**src/core/sps_pkg.sv**
```systemverilog
// constants, register map and state types for the serial port block
// assumes one clock, which is also the oscillator the bit-rate divider counts

package sps_pkg;

  // ****************************************************************
  // register map (word index on the bus)
  // ****************************************************************
  localparam logic [7:0] IDX_SERIAL_BUFFER  = 8'h13;
  localparam logic [7:0] IDX_SERIAL_CONTROL = 8'h14;
  localparam logic [7:0] IDX_SERIAL_STATUS  = 8'h94;
  localparam logic [7:0] IDX_PIN_DIRECTION  = 8'h15;

  // ****************************************************************
  // field positions
  // ****************************************************************
  localparam int unsigned CTL_WRITE_COLLISION = 7;
  localparam int unsigned CTL_RX_OVERFLOW     = 6;
  localparam int unsigned CTL_PORT_ENABLE     = 5;
  localparam int unsigned CTL_CLOCK_POLARITY  = 4;
  localparam int unsigned STS_BUFFER_FULL     = 0;
  localparam int unsigned DIR_SCK_INPUT       = 0;
  localparam int unsigned DIR_SDI_INPUT       = 1;
  localparam int unsigned DIR_SDO_INPUT       = 2;
  localparam int unsigned DIR_SS_INPUT        = 3;

  // ****************************************************************
  // values after reset
  // ****************************************************************
  localparam logic [7:0] SERIAL_CONTROL_RST = 8'h00;
  localparam logic [7:0] SERIAL_STATUS_RST  = 8'h00;
  localparam logic [7:0] SERIAL_BUFFER_RST  = 8'h00;
  localparam logic [3:0] PIN_DIRECTION_RST  = 4'hF;

  // ****************************************************************
  // bit timing: fastest setting gives 5 MHz from a 20 MHz oscillator
  // ****************************************************************
  localparam int unsigned OSC_REF_MHZ     = 20;
  localparam int unsigned MAX_BIT_MHZ     = 5;
  localparam int unsigned HALF_BIT_DIV4   = OSC_REF_MHZ / MAX_BIT_MHZ / 2;
  localparam int unsigned HALF_BIT_DIV16  = 4 * HALF_BIT_DIV4;
  localparam int unsigned HALF_BIT_DIV64  = 16 * HALF_BIT_DIV4;
  localparam logic [4:0]  DIV4_LAST       = 5'(HALF_BIT_DIV4 - 1);
  localparam logic [4:0]  DIV16_LAST      = 5'(HALF_BIT_DIV16 - 1);
  localparam logic [4:0]  DIV64_LAST      = 5'(HALF_BIT_DIV64 - 1);
  localparam logic [2:0]  LAST_BIT_INDEX  = 3'h7;

  typedef enum logic [3:0] {
    MODE_MASTER_DIV4  = 4'h0,
    MODE_MASTER_DIV16 = 4'h1,
    MODE_MASTER_DIV64 = 4'h2,
    MODE_MASTER_TIMER = 4'h3,
    MODE_SLAVE_SELECT = 4'h4,
    MODE_SLAVE_FREE   = 4'h5
  } sps_mode_t;

  typedef enum logic [1:0] {
    MS_IDLE  = 2'b00,
    MS_LEAD  = 2'b01,
    MS_TRAIL = 2'b11
  } sps_mstate_t;

endpackage

```
**src/core/sps_serial_port.sv**
```systemverilog
// SPI serial port: 8-bit shift register, receive buffer, master/slave
// assumes an Avalon-MM master on i_clock; pins arrive unsynchronised
//
// What this block does
// - eight bits per transfer, MSB first, duplex
// - full byte goes to buffer, flags set; in slave mode with buffer full the buffer keeps its old byte
// - next byte may shift before buffer read
// - write during transfer dropped, collision flag set
// - reading the buffer clears buffer-full flag
// - master mode never sets overflow flag
// - enable bit hands pins to serial port
// - polarity bit sets clock idle level
// - drive on one edge, sample opposite
// - master rate osc/4, /16, /64, timer/2
// - fastest master clock is a quarter oscillator
// - master write starts transfer, clock generated
// - master with clock input keeps receiving
// - slave shifts on external clock, flags
// - slave works in sleep, byte wakes
// - select pin only in mode 4, input
// - select low enables shifting, drives data-out
// - select high floats data-out mid byte
// - select low again resumes same bit
// - data-out as input stops driving it
// - shift register reached only through buffer

`timescale 1ns/1ps
`default_nettype none

module sps_serial_port
  import sps_pkg::*;
(
  input  wire logic        i_clock,
  input  wire logic        i_arst_n,
  input  wire logic [7:0]  i_avs_address,
  input  wire logic        i_avs_read,
  input  wire logic        i_avs_write,
  input  wire logic [31:0] i_avs_writedata,
  input  wire logic [3:0]  i_avs_byteenable,
  output var  logic [31:0] o_avs_readdata,
  output      logic        o_avs_waitrequest,
  input  wire logic        i_sck,
  output var  logic        o_sck,
  output      logic        o_sck_oe_n,
  input  wire logic        i_sdi,
  output var  logic        o_sdo,
  output      logic        o_sdo_oe_n,
  input  wire logic        i_slave_select_n,
  input  wire logic        i_timer_tick,
  input  wire logic        i_sleep,
  output      logic        o_serial_pins_active,
  output var  logic        o_port_interrupt_flag,
  output var  logic        o_wake
);

  // ****************************************************************
  // registers and shared state
  // ****************************************************************
  logic [7:0]  serial_buffer;
  logic [7:0]  serial_shift_reg;
  logic [2:0]  bit_index;
  logic        write_collision_flag;
  logic        receive_overflow_flag;
  logic        port_enable_bit;
  logic        clock_polarity_bit;
  logic [3:0]  mode_select;
  logic        buffer_full_flag;
  logic [3:0]  pin_direction;
  logic        access_ack;
  sps_mstate_t mst_state;
  sps_mstate_t next_mst_state;
  logic [4:0]  div_count;
  logic [4:0]  div_last;
  logic        sck_meta;
  logic        sck_sync;
  logic        sck_prev;
  logic        sdi_meta;
  logic        sdi_sync;
  logic        ss_meta;
  logic        ss_sync_n;

  logic        request;
  logic        rd_take;
  logic        wr_take;
  logic        buf_write;
  logic        buf_write_ok;
  logic        ctl_write;
  logic        mode_valid;
  logic        port_on;
  logic        master_en;
  logic        slave_en;
  logic        in_progress;
  logic        ss_controls;
  logic        ss_active;
  logic        half_tick;
  logic        lead_pulse;
  logic        trail_pulse;
  logic        sample_late;
  logic        shift_pulse;
  logic        slave_edge;
  logic        byte_done;
  logic [7:0]  new_byte;

  // ****************************************************************
  // bus slave: every access answers on its second cycle
  // ****************************************************************
  assign request           = i_avs_read | i_avs_write;
  assign o_avs_waitrequest = request & ~access_ack;
  assign rd_take           = i_avs_read & access_ack;
  assign wr_take           = i_avs_write & access_ack & i_avs_byteenable[0];
  assign buf_write         = wr_take & (i_avs_address == IDX_SERIAL_BUFFER);
  assign ctl_write         = wr_take & (i_avs_address == IDX_SERIAL_CONTROL);
  assign buf_write_ok      = buf_write & ~in_progress;

  always_ff @(posedge i_clock or negedge i_arst_n) begin
    if (!i_arst_n) begin
      access_ack <= 1'b0;
    end else begin
      access_ack <= request & ~access_ack;
    end
  end

  // read data settles in the first cycle and stands at the answering edge
  always_ff @(posedge i_clock or negedge i_arst_n) begin
    if (!i_arst_n) begin
      o_avs_readdata <= 32'h0000_0000;
    end else if (i_avs_read && !access_ack) begin
      unique case (i_avs_address)
        IDX_SERIAL_BUFFER:  o_avs_readdata <= {24'h00_0000, serial_buffer};
        IDX_SERIAL_CONTROL: o_avs_readdata <= {24'h00_0000, write_collision_flag,
                                               receive_overflow_flag, port_enable_bit,
                                               clock_polarity_bit, mode_select};
        IDX_SERIAL_STATUS:  o_avs_readdata <= {31'h0000_0000, buffer_full_flag};
        IDX_PIN_DIRECTION:  o_avs_readdata <= {28'h000_0000, pin_direction};
        default:            o_avs_readdata <= 32'h0000_0000;
      endcase
    end
  end

  // ****************************************************************
  // control and direction registers
  // ****************************************************************
  always_ff @(posedge i_clock or negedge i_arst_n) begin
    if (!i_arst_n) begin
      port_enable_bit    <= SERIAL_CONTROL_RST[CTL_PORT_ENABLE];
      clock_polarity_bit <= SERIAL_CONTROL_RST[CTL_CLOCK_POLARITY];
      mode_select        <= SERIAL_CONTROL_RST[3:0];
    end else if (ctl_write) begin
      port_enable_bit    <= i_avs_writedata[CTL_PORT_ENABLE];
      clock_polarity_bit <= i_avs_writedata[CTL_CLOCK_POLARITY];
      mode_select        <= i_avs_writedata[3:0];
    end
  end

  always_ff @(posedge i_clock or negedge i_arst_n) begin
    if (!i_arst_n) begin
      pin_direction <= PIN_DIRECTION_RST;
    end else if (wr_take && i_avs_address == IDX_PIN_DIRECTION) begin
      pin_direction <= i_avs_writedata[3:0];
    end
  end

  // ****************************************************************
  // mode decode
  // ****************************************************************
  // codes outside the six serial modes leave the port inert
  assign mode_valid  = (mode_select <= MODE_SLAVE_FREE);
  assign port_on     = port_enable_bit & mode_valid;
  assign master_en   = port_on & (mode_select <= MODE_MASTER_TIMER);
  assign slave_en    = port_on & ~master_en;
  assign ss_controls = (mode_select == MODE_SLAVE_SELECT) & pin_direction[DIR_SS_INPUT];
  assign ss_active   = ~ss_controls | ~ss_sync_n;
  assign in_progress = master_en ? ((mst_state != MS_IDLE) | sample_late)
                                 : (bit_index != 3'h0);

  // ****************************************************************
  // pin synchronisers
  // ****************************************************************
  always_ff @(posedge i_clock or negedge i_arst_n) begin
    if (!i_arst_n) begin
      sck_meta  <= 1'b0;
      sck_sync  <= 1'b0;
      sck_prev  <= 1'b0;
      sdi_meta  <= 1'b0;
      sdi_sync  <= 1'b0;
      ss_meta   <= 1'b1;
      ss_sync_n <= 1'b1;
    end else begin
      sck_meta  <= i_sck;
      sck_sync  <= sck_meta;
      sck_prev  <= sck_sync;
      sdi_meta  <= i_sdi;
      sdi_sync  <= sdi_meta;
      ss_meta   <= i_slave_select_n;
      ss_sync_n <= ss_meta;
    end
  end

  // ****************************************************************
  // master bit-rate divider
  // ****************************************************************
  always_comb begin
    unique case (mode_select)
      MODE_MASTER_DIV16: div_last = DIV16_LAST;
      MODE_MASTER_DIV64: div_last = DIV64_LAST;
      default:           div_last = DIV4_LAST;
    endcase
  end

  // oscillator halts in sleep, so the master clock stops too
  always_ff @(posedge i_clock or negedge i_arst_n) begin
    if (!i_arst_n) begin
      div_count <= 5'h00;
    end else if (mst_state == MS_IDLE || i_sleep || div_count == div_last) begin
      div_count <= 5'h00;
    end else begin
      div_count <= div_count + 5'h01;
    end
  end

  // each half period of the bit clock is one tick
  assign half_tick = (mst_state != MS_IDLE) & ~i_sleep &
                     ((mode_select == MODE_MASTER_TIMER) ? i_timer_tick
                                                         : (div_count == div_last));

  // ****************************************************************
  // master sequencer
  // ****************************************************************
  always_comb begin
    next_mst_state = mst_state;
    unique case (mst_state)
      MS_IDLE: begin
        if (master_en && (buf_write_ok || pin_direction[DIR_SCK_INPUT])) begin
          next_mst_state = MS_LEAD;
        end
      end
      MS_LEAD: begin
        if (half_tick) begin
          next_mst_state = MS_TRAIL;
        end
      end
      MS_TRAIL: begin
        if (half_tick) begin
          // receive-only master keeps clocking byte after byte
          if (bit_index == LAST_BIT_INDEX && !pin_direction[DIR_SCK_INPUT]) begin
            next_mst_state = MS_IDLE;
          end else begin
            next_mst_state = MS_LEAD;
          end
        end
      end
      default: next_mst_state = MS_IDLE;
    endcase
    if (!master_en) begin
      next_mst_state = MS_IDLE;
    end
  end

  always_ff @(posedge i_clock or negedge i_arst_n) begin
    if (!i_arst_n) begin
      mst_state <= MS_IDLE;
    end else begin
      mst_state <= next_mst_state;
    end
  end

  always_ff @(posedge i_clock or negedge i_arst_n) begin
    if (!i_arst_n) begin
      o_sck <= 1'b0;
    end else if (!master_en || mst_state == MS_IDLE) begin
      o_sck <= clock_polarity_bit;
    end else if (lead_pulse) begin
      o_sck <= ~clock_polarity_bit;
    end else if (trail_pulse) begin
      o_sck <= clock_polarity_bit;
    end
  end

  // ****************************************************************
  // edge selection: leading edge drives, trailing edge samples
  // ****************************************************************
  assign slave_edge  = slave_en & ss_active & (sck_sync != sck_prev);
  assign lead_pulse  = master_en ? ((mst_state == MS_LEAD) & half_tick)
                                 : (slave_edge & (sck_prev == clock_polarity_bit));
  assign trail_pulse = master_en ? ((mst_state == MS_TRAIL) & half_tick)
                                 : (slave_edge & (sck_prev != clock_polarity_bit));
  assign new_byte    = {serial_shift_reg[6:0], sdi_sync};
  assign shift_pulse = master_en ? sample_late : trail_pulse;
  assign byte_done   = shift_pulse & (bit_index == LAST_BIT_INDEX);

  // own clock is not synchronised but data-in is: at the fastest rate the
  // trailing edge comes before the new bit leaves the synchroniser
  always_ff @(posedge i_clock or negedge i_arst_n) begin
    if (!i_arst_n) begin
      sample_late <= 1'b0;
    end else begin
      sample_late <= master_en & trail_pulse;
    end
  end

  // ****************************************************************
  // shift register
  // ****************************************************************
  // select high freezes bit_index, so a later select low resumes
  always_ff @(posedge i_clock or negedge i_arst_n) begin
    if (!i_arst_n) begin
      serial_shift_reg <= 8'h00;
      bit_index        <= 3'h0;
      o_sdo            <= 1'b0;
    end else if (!port_on) begin
      bit_index <= 3'h0;
    end else if (buf_write_ok) begin
      serial_shift_reg <= i_avs_writedata[7:0];
      bit_index        <= 3'h0;
    end else if (lead_pulse) begin
      o_sdo <= serial_shift_reg[7];
    end else if (shift_pulse) begin
      serial_shift_reg <= new_byte;
      bit_index        <= bit_index + 3'h1;
    end
  end

  // ****************************************************************
  // receive buffer and flags
  // ****************************************************************
  always_ff @(posedge i_clock or negedge i_arst_n) begin
    if (!i_arst_n) begin
      serial_buffer <= SERIAL_BUFFER_RST;
    end else if (buf_write_ok) begin
      serial_buffer <= i_avs_writedata[7:0];
    end else if (byte_done && !(slave_en && buffer_full_flag)) begin
      serial_buffer <= new_byte;
    end
  end

  // a completion in the reading cycle keeps the flag set
  always_ff @(posedge i_clock or negedge i_arst_n) begin
    if (!i_arst_n) begin
      buffer_full_flag <= SERIAL_STATUS_RST[STS_BUFFER_FULL];
    end else if (byte_done) begin
      buffer_full_flag <= 1'b1;
    end else if (rd_take && i_avs_address == IDX_SERIAL_BUFFER) begin
      buffer_full_flag <= 1'b0;
    end
  end

  always_ff @(posedge i_clock or negedge i_arst_n) begin
    if (!i_arst_n) begin
      receive_overflow_flag <= SERIAL_CONTROL_RST[CTL_RX_OVERFLOW];
    end else if (byte_done && slave_en && buffer_full_flag) begin
      receive_overflow_flag <= 1'b1;
    end else if (ctl_write) begin
      receive_overflow_flag <= i_avs_writedata[CTL_RX_OVERFLOW];
    end
  end

  always_ff @(posedge i_clock or negedge i_arst_n) begin
    if (!i_arst_n) begin
      write_collision_flag <= SERIAL_CONTROL_RST[CTL_WRITE_COLLISION];
    end else if (buf_write && in_progress) begin
      write_collision_flag <= 1'b1;
    end else if (ctl_write) begin
      write_collision_flag <= i_avs_writedata[CTL_WRITE_COLLISION];
    end
  end

  always_ff @(posedge i_clock or negedge i_arst_n) begin
    if (!i_arst_n) begin
      o_port_interrupt_flag <= 1'b0;
      o_wake                <= 1'b0;
    end else begin
      o_port_interrupt_flag <= byte_done;
      o_wake                <= byte_done & i_sleep;
    end
  end

  // ****************************************************************
  // pin ownership
  // ****************************************************************
  assign o_serial_pins_active = port_on;
  assign o_sck_oe_n = ~(master_en & ~pin_direction[DIR_SCK_INPUT]);
  assign o_sdo_oe_n = ~(port_on & ~pin_direction[DIR_SDO_INPUT] &
                        (master_en | ss_active));

endmodule

`default_nettype wire

```
**config.mk**
```make
export PLATFORM = sky130hd
export DESIGN_NAME = sps_serial_port
export DESIGN_NICKNAME = d
export VERILOG_FILES = /design/src/core/sps_pkg.sv /design/src/core/sps_serial_port.sv
export SDC_FILE = /design/constraint.sdc
export NUM_CORES = 1
export LEC_CHECK = 0
export BUFFER_PORTS_ARGS = -buffer_cell sky130_fd_sc_hd__buf_4
export CAP_MARGIN = 10
export CORE_ASPECT_RATIO = 1.2
export CORE_MARGIN = 5
export CORE_UTILIZATION = 30
export CTS_CLUSTER_DIAMETER = 60
export DETAILED_ROUTE_END_ITERATION = 6
export PLACE_DENSITY = 0.49
export SYNTH_ARGS = -nofsm -noshare
export SYNTH_HDL_FRONTEND = slang
export SYNTH_SLANG_ARGS = --single-unit
```
**constraint.sdc**
```tcl
create_clock -name i_clock -period 2.8 [get_ports i_clock]
set_input_delay 0.56 -clock i_clock [delete_from_list [all_inputs] [get_ports i_clock]]
set_output_delay 0.56 -clock i_clock [all_outputs]
set_load 0.05 [all_outputs]
```
# Yosys cells after proc, flatten, opt, wreduce, memory -nomap -nowiden

Cells that the tools add are included.

Word-level logic and storage cells: 155
Flip-flop bits (word level): 84
Input bits: 53
Output and inout bits: 40

Eq/ne operators: 21
$add $sub $neg: 2
Bitwise operators: 41
$lt $le $gt $ge: 2
Reduce and logical (&&, ||, !) cells: 31
Multiplexer cells: 32

Operator list:

| kind                                                            | count |
|---|---|
| two-way mux 8 bit                                               | 5 |
| one-hot mux 8 bit (4 select lines)                              | 1 |
| bitwise AND 1 bit                                               | 25 |
| equality test 8 x 5 -> 1 bit (second input constant)            | 3 |
| two-way mux 1 bit                                               | 15 |
| two-way mux 3 bit                                               | 4 |
| inverter 1 bit                                                  | 12 |
| nonzero test 2 bit                                              | 6 |
| logical AND 1 bit                                               | 10 |
| one-hot mux 5 bit (2 select lines)                              | 1 |
| != test 3 bit (second input constant)                           | 3 |
| AND reduction 3 bit                                             | 3 |
| equality test 4 x 2 -> 1 bit (second input constant)            | 2 |
| equality test 8 bit (second input constant)                     | 1 |
| two-way mux 2 bit                                               | 4 |
| != test 3 x 2 -> 1 bit (second input constant)                  | 2 |
| one-hot mux 2 bit (3 select lines)                              | 1 |
| nonzero test 3 bit                                              | 2 |
| adder 5 x 1 -> 5 bit (second input constant)                    | 1 |
| equality test 5 bit                                             | 1 |
| two-way mux 5 bit                                               | 1 |
| equality test 4 x 1 -> 1 bit (second input constant)            | 1 |
| equality test 4 x 3 -> 1 bit (second input constant)            | 1 |
| less-or-equal comparator 4 x 2 -> 1 bit (second input constant) | 1 |
| other kinds (13)                                                | 23 |

# Logic depth before layout (Yosys ltp)

Word-level depth: 14
Gate-level depth with buffers: 9
Gate-level depth less buffers: 8

# Worst setup path after synthesis

Ideal clock, no wire load.

Kind: register -> register
From: register port_enable_bit
To: register serial_buffer[0]
Buffers on the path: 1
Stages on the path, launching flop included: 7
Arrival: 2.443 ns
Path slack: 0.232 ns
Period minus slack after synthesis: 2.568 ns
Path through: dfrtp_1 clkbuf_1 nand2b_1 a21oi_1 nand3_1 a21boi_2 mux2_2

Cells in the longest elaborated chain, start to end: 12
Elaborated cells between the ends (all ways): 18

Ends and longest elaborated chain:

| element                             | line                   | text |
|---|---|---|
| start: declaration                  | sps_serial_port.sv:64  | `logic port_enable_bit;` |
| start signal: assignment            | sps_serial_port.sv:145 | `port_enable_bit <= SERIAL_CONTROL_RST[CTL_PORT_ENABLE];` |
| start signal: assignment            | sps_serial_port.sv:149 | `port_enable_bit <= i_avs_writedata[CTL_PORT_ENABLE];` |
| bitwise AND 1 bit *                 | sps_serial_port.sv:168 | `assign port_on = port_enable_bit & mode_valid;` |
| net o_serial_pins_active            | sps_serial_port.sv:51  | `output logic o_serial_pins_active,` |
| bitwise AND 1 bit                   | sps_serial_port.sv:169 | `assign master_en = port_on & (mode_select <= MODE_MASTER_TIMER);` |
| inverter 1 bit                      | sps_serial_port.sv:170 | `assign slave_en = port_on & ~master_en;` |
| bitwise AND 1 bit                   | sps_serial_port.sv:170 |  |
| bitwise AND 1 bit (2 in a row)      | sps_serial_port.sv:282 | `assign slave_edge = slave_en & ss_active & (sck_sync != sck_prev);` |
| bitwise AND 1 bit                   | sps_serial_port.sv:286 | `: (slave_edge & (sck_prev != clock_polarity_bit));` |
| two-way mux 1 bit                   | sps_serial_port.sv:285 | `assign trail_pulse = master_en ? ((mst_state == MS_TRAIL) & half_tick)` |
| two-way mux 1 bit                   | sps_serial_port.sv:288 | `assign shift_pulse = master_en ? sample_late : trail_pulse;` |
| bitwise AND 1 bit                   | sps_serial_port.sv:289 | `assign byte_done = shift_pulse & (bit_index == LAST_BIT_INDEX);` |
| logical AND 1 bit                   | sps_serial_port.sv:331 | `end else if (byte_done && !(slave_en && buffer_full_flag)) begin` |
| nonzero test 2 bit (no source line) | -                      |  |
| end signal: assignment              | sps_serial_port.sv:330 | `serial_buffer <= i_avs_writedata[7:0];` |
| end signal: assignment              | sps_serial_port.sv:332 | `serial_buffer <= new_byte;` |
| end: declaration                    | sps_serial_port.sv:59  | `logic [7:0] serial_buffer;` |

Mark *: on every way through the listed nets, which the timed path passes. The rest lies on a longest branch.
A chain may end at the register's enable or synchronous reset.

# Worst setup path in the final report

From: register mode_select[2]
To: register serial_buffer[1]

Cells in the longest elaborated chain, start to end: 13
Elaborated cells between the ends (all ways): 32

Ends and longest elaborated chain:

| element                                 | line                   | text |
|---|---|---|
| start: declaration                      | sps_serial_port.sv:66  | `logic [3:0] mode_select;` |
| start signal: assignment                | sps_serial_port.sv:147 | `mode_select <= SERIAL_CONTROL_RST[3:0];` |
| start signal: assignment                | sps_serial_port.sv:151 | `mode_select <= i_avs_writedata[3:0];` |
| less-or-equal comparator 4 x 3 -> 1 bit | sps_serial_port.sv:167 | `assign mode_valid = (mode_select <= MODE_SLAVE_FREE);` |
| bitwise AND 1 bit                       | sps_serial_port.sv:168 |  |
| bitwise AND 1 bit                       | sps_serial_port.sv:169 |  |
| inverter 1 bit                          | sps_serial_port.sv:170 |  |
| bitwise AND 1 bit                       | sps_serial_port.sv:170 |  |
| bitwise AND 1 bit (2 in a row)          | sps_serial_port.sv:282 |  |
| bitwise AND 1 bit                       | sps_serial_port.sv:286 |  |
| two-way mux 1 bit                       | sps_serial_port.sv:285 |  |
| two-way mux 1 bit                       | sps_serial_port.sv:288 |  |
| bitwise AND 1 bit                       | sps_serial_port.sv:289 |  |
| logical AND 1 bit                       | sps_serial_port.sv:331 |  |
| nonzero test 2 bit (no source line)     | -                      |  |

Several ways; a longest one is shown, not always the timed one.

==> results.json <==
{
  "hold_class": "primary input to async pin",
  "finalNetCount": 383,
  "via_per_inst": 4.71,
  "worst_slew_pin_slew_ns": 0.766,
  "dieArea_sq_mm": 0.0123,
  "cpMaxStageDelayCell": "a21boi_2",
  "final_common_cell": "dfrtp_1",
  "routedWlPerCell_microns": 15.4,
  "diodes": 0,
  "yosysWarningCount": 0,
  "vias": 2146,
  "avgSynthCellArea_sq_um": 11.3,
  "setup_viol": 0,
  "start_kind": "flip-flop",
  "ys_seq_elements": 60,
  "cts_max_path_buffers": 2,
  "critical_path_class": "flip-flop to flip-flop",
  "fin_crit_sh_pct": 87.2,
  "powerDensity_mw_per_mm2": 560,
  "clk_latency_ns": 0.32,
  "r2r-start": "mode_select[2]",
  "relSlewSlack_pct": 49.0,
  "async_flop_share_pct": 100,
  "gp_congestion": 0.814,
  "track_usage_pct": 12.1,
  "r2r_cells": 6,
  "max_freq_ghz": 0.409,
  "grt_antenna_before_repair": 0,
  "cts_buffers": 9,
  "synthCells": 270,
  "fin_crit_ns": 2.44,
  "status": "finished clean",
  "first_global_vias": 2155,
  "ctsHoldBuffers": 0,
  "final-hold-violation-count": 0,
  "grt_overflow": 0,
  "port-buffer-count": 41,
  "initial_core_util_pct": 30.6,
  "cts_tree": "done",
  "worstPathRequired_ns": 3.00,
  "final_cell_mix": "54 x dfrtp_1, 53 x buf_4, 29 x mux2_2",
  "cp_max_fo": 8,
  "ys.flop_type": "dfrtp_1",
  "crit_path_end_kind": "flip-flop",
  "synth_seq_area_share_pct": 49.5,
  "path_cells": "nor2_1 > o311ai_0 > nand4_2 > buf_4 > a21boi_2 > mux2_2",
  "htreeDepth": 3,
  "grt_pass1_wl_mm": 11.4,
  "io_pins": 93,
  "root_buffer": "clkbuf_16",
  "postCtsSetupRepairBufs": 0,
  "peakVddDrop_v": 0.000282,
  "whs_ns": 0.315,
  "drc_errors": 0,
  "r2r_slack_ns": 0.36,
  "rsz0062_at_grt": "false",
  "core_sq_mm": 0.00996,
  "synth_edf_count": 0,
  "clock-sinks": 60,
  "routed_wl_mm": 7.01,
  "drv_slew": 0,
  "max-cap-violations": 0,
  "cp-startpoint": "mode_select[2]",
  "endpoint": "serial_buffer[1]",
  "die_h_microns": 120,
  "dp_hpwl_mm": 5.35,
  "finalSetupTns_ns": 0,
  "drive_above_1_share_pct": 34.8,
  "drtIter0Drc": 116,
  "synth.distinct_cells": 54,
  "antenna_left": 0,
  "rows": 40,
  "grt_max_degree": 61,
  "syn_to_final_growth_pct": 23.3,
  "drt_first_pass_iters": 4,
  "syn-cell-area_sq_mm": 0.00305,
  "clock_skew_ns": 0.00659,
  "worst-endpoint-arrival_ns": 2.64,
  "cellLeakagePower_nw": 1.82,
  "die_x_microns": 102,
  "timing.rr.end": "serial_buffer[1]",
  "max_stage_delay_ns": 0.45,
  "cts_resized": 0,
  "clk_pin_slew_ns": 0.05
}
==> cell type report <==
| type | count | area, sq um |
|---|---|---|
| Sequential cell | 60 | 1510 |
| Timing Repair Buffer | 53 | 398 |
| Clock buffer | 13 | 250 |
| Inverter | 10 | 37.5 |
| Fill cell | 1010 | 6200 |
| Tap cell | 126 | 158 |
| Multi-Input combinational cell | 192 | 1370 |
| Clock inverter | 2 | 35.0 |
==> report_power, final <==
part	internal, mW	switching [mW]	total, mW	leakage [nW]
Sequential	0.882	0.00738	0.889	0.793
Clock	0.705	0.347	1.05	0.140
Combinational	0.0391	0.124	0.163	0.887
Total	1.63	0.478	2.10	1.82
==> worst min path at each step <==
stage | startpoint | to | cells past startpoint
after global placement | sdi_meta | sdi_sync | 0
after CTS | i_sck | sck_meta | 1
final | i_arst_n | clock_polarity_bit | 1
after floorplan | i_arst_n | access_ack | 0
after global routing | i_sck | sck_meta | 1
after detailed placement | sck_meta | sck_sync | 0
==> stage by stage <==
stage          utilization (%)  std cells  setup WS [ns]  cell area, sq um  power (mW)
3_3_place_gp              34.9        441          0.145              3470        1.07
2_1_floorplan                -        293          0.232              3140        1.03
6_report                  37.8        456          0.358              3760        2.10
4_1_cts                   37.8        456          0.364              3760        2.14
3_5_place_dp              34.9        441          0.157              3470        1.07
5_1_grt                   37.8        456          0.193              3760        2.19
==> metal layers <==
metal,global-route usage (%),vias up,wire (microns)
met5,0,-,0
met1,15.3,1052,3090
met2,19.6,64,3390
met4,4.43,0,85
met3,3.58,7,442
li1,-,1023,-
==> worst max-delay path: cells and delay by family (launching register included) <==
family                 cells  cell delay [ns]
muxes                      1             0.39
and+or+nand+nor            2             0.56
buffers and inverters      1             0.17
DFF                        1             0.42
AOI/OAI and AO/OA          2             0.77
==> cells by family after synthesis <==
logic type,share of synthesized area [%]
flip-flops,49.5
XOR/XNOR,2.01
buffers and inverters,8.37
adder cells (fa/ha/maj),1.64
multiplexers,14.5
AND/OR/NAND/NOR,14.3
other,0.123
AO/OA/AOI/OAI,9.64
==> Yosys cell counts (5+ instances only) <==
cell type  number  area, sq um
buf_4          25          188
dfrtp_1        54         1350
dfstp_2         6          158
inv_1          10         37.5
mux2_2         29          327
mux2_4          5         75.1
nand2_1        18         67.6
nand2b_1        6         37.5
nand3_1         5         25.0
nor2_1         20         75.1
nor3_1          5         25.0
o21ai_0        13         65.1
xnor2_1         5         43.8
Power figures use the tool's default switching activity.
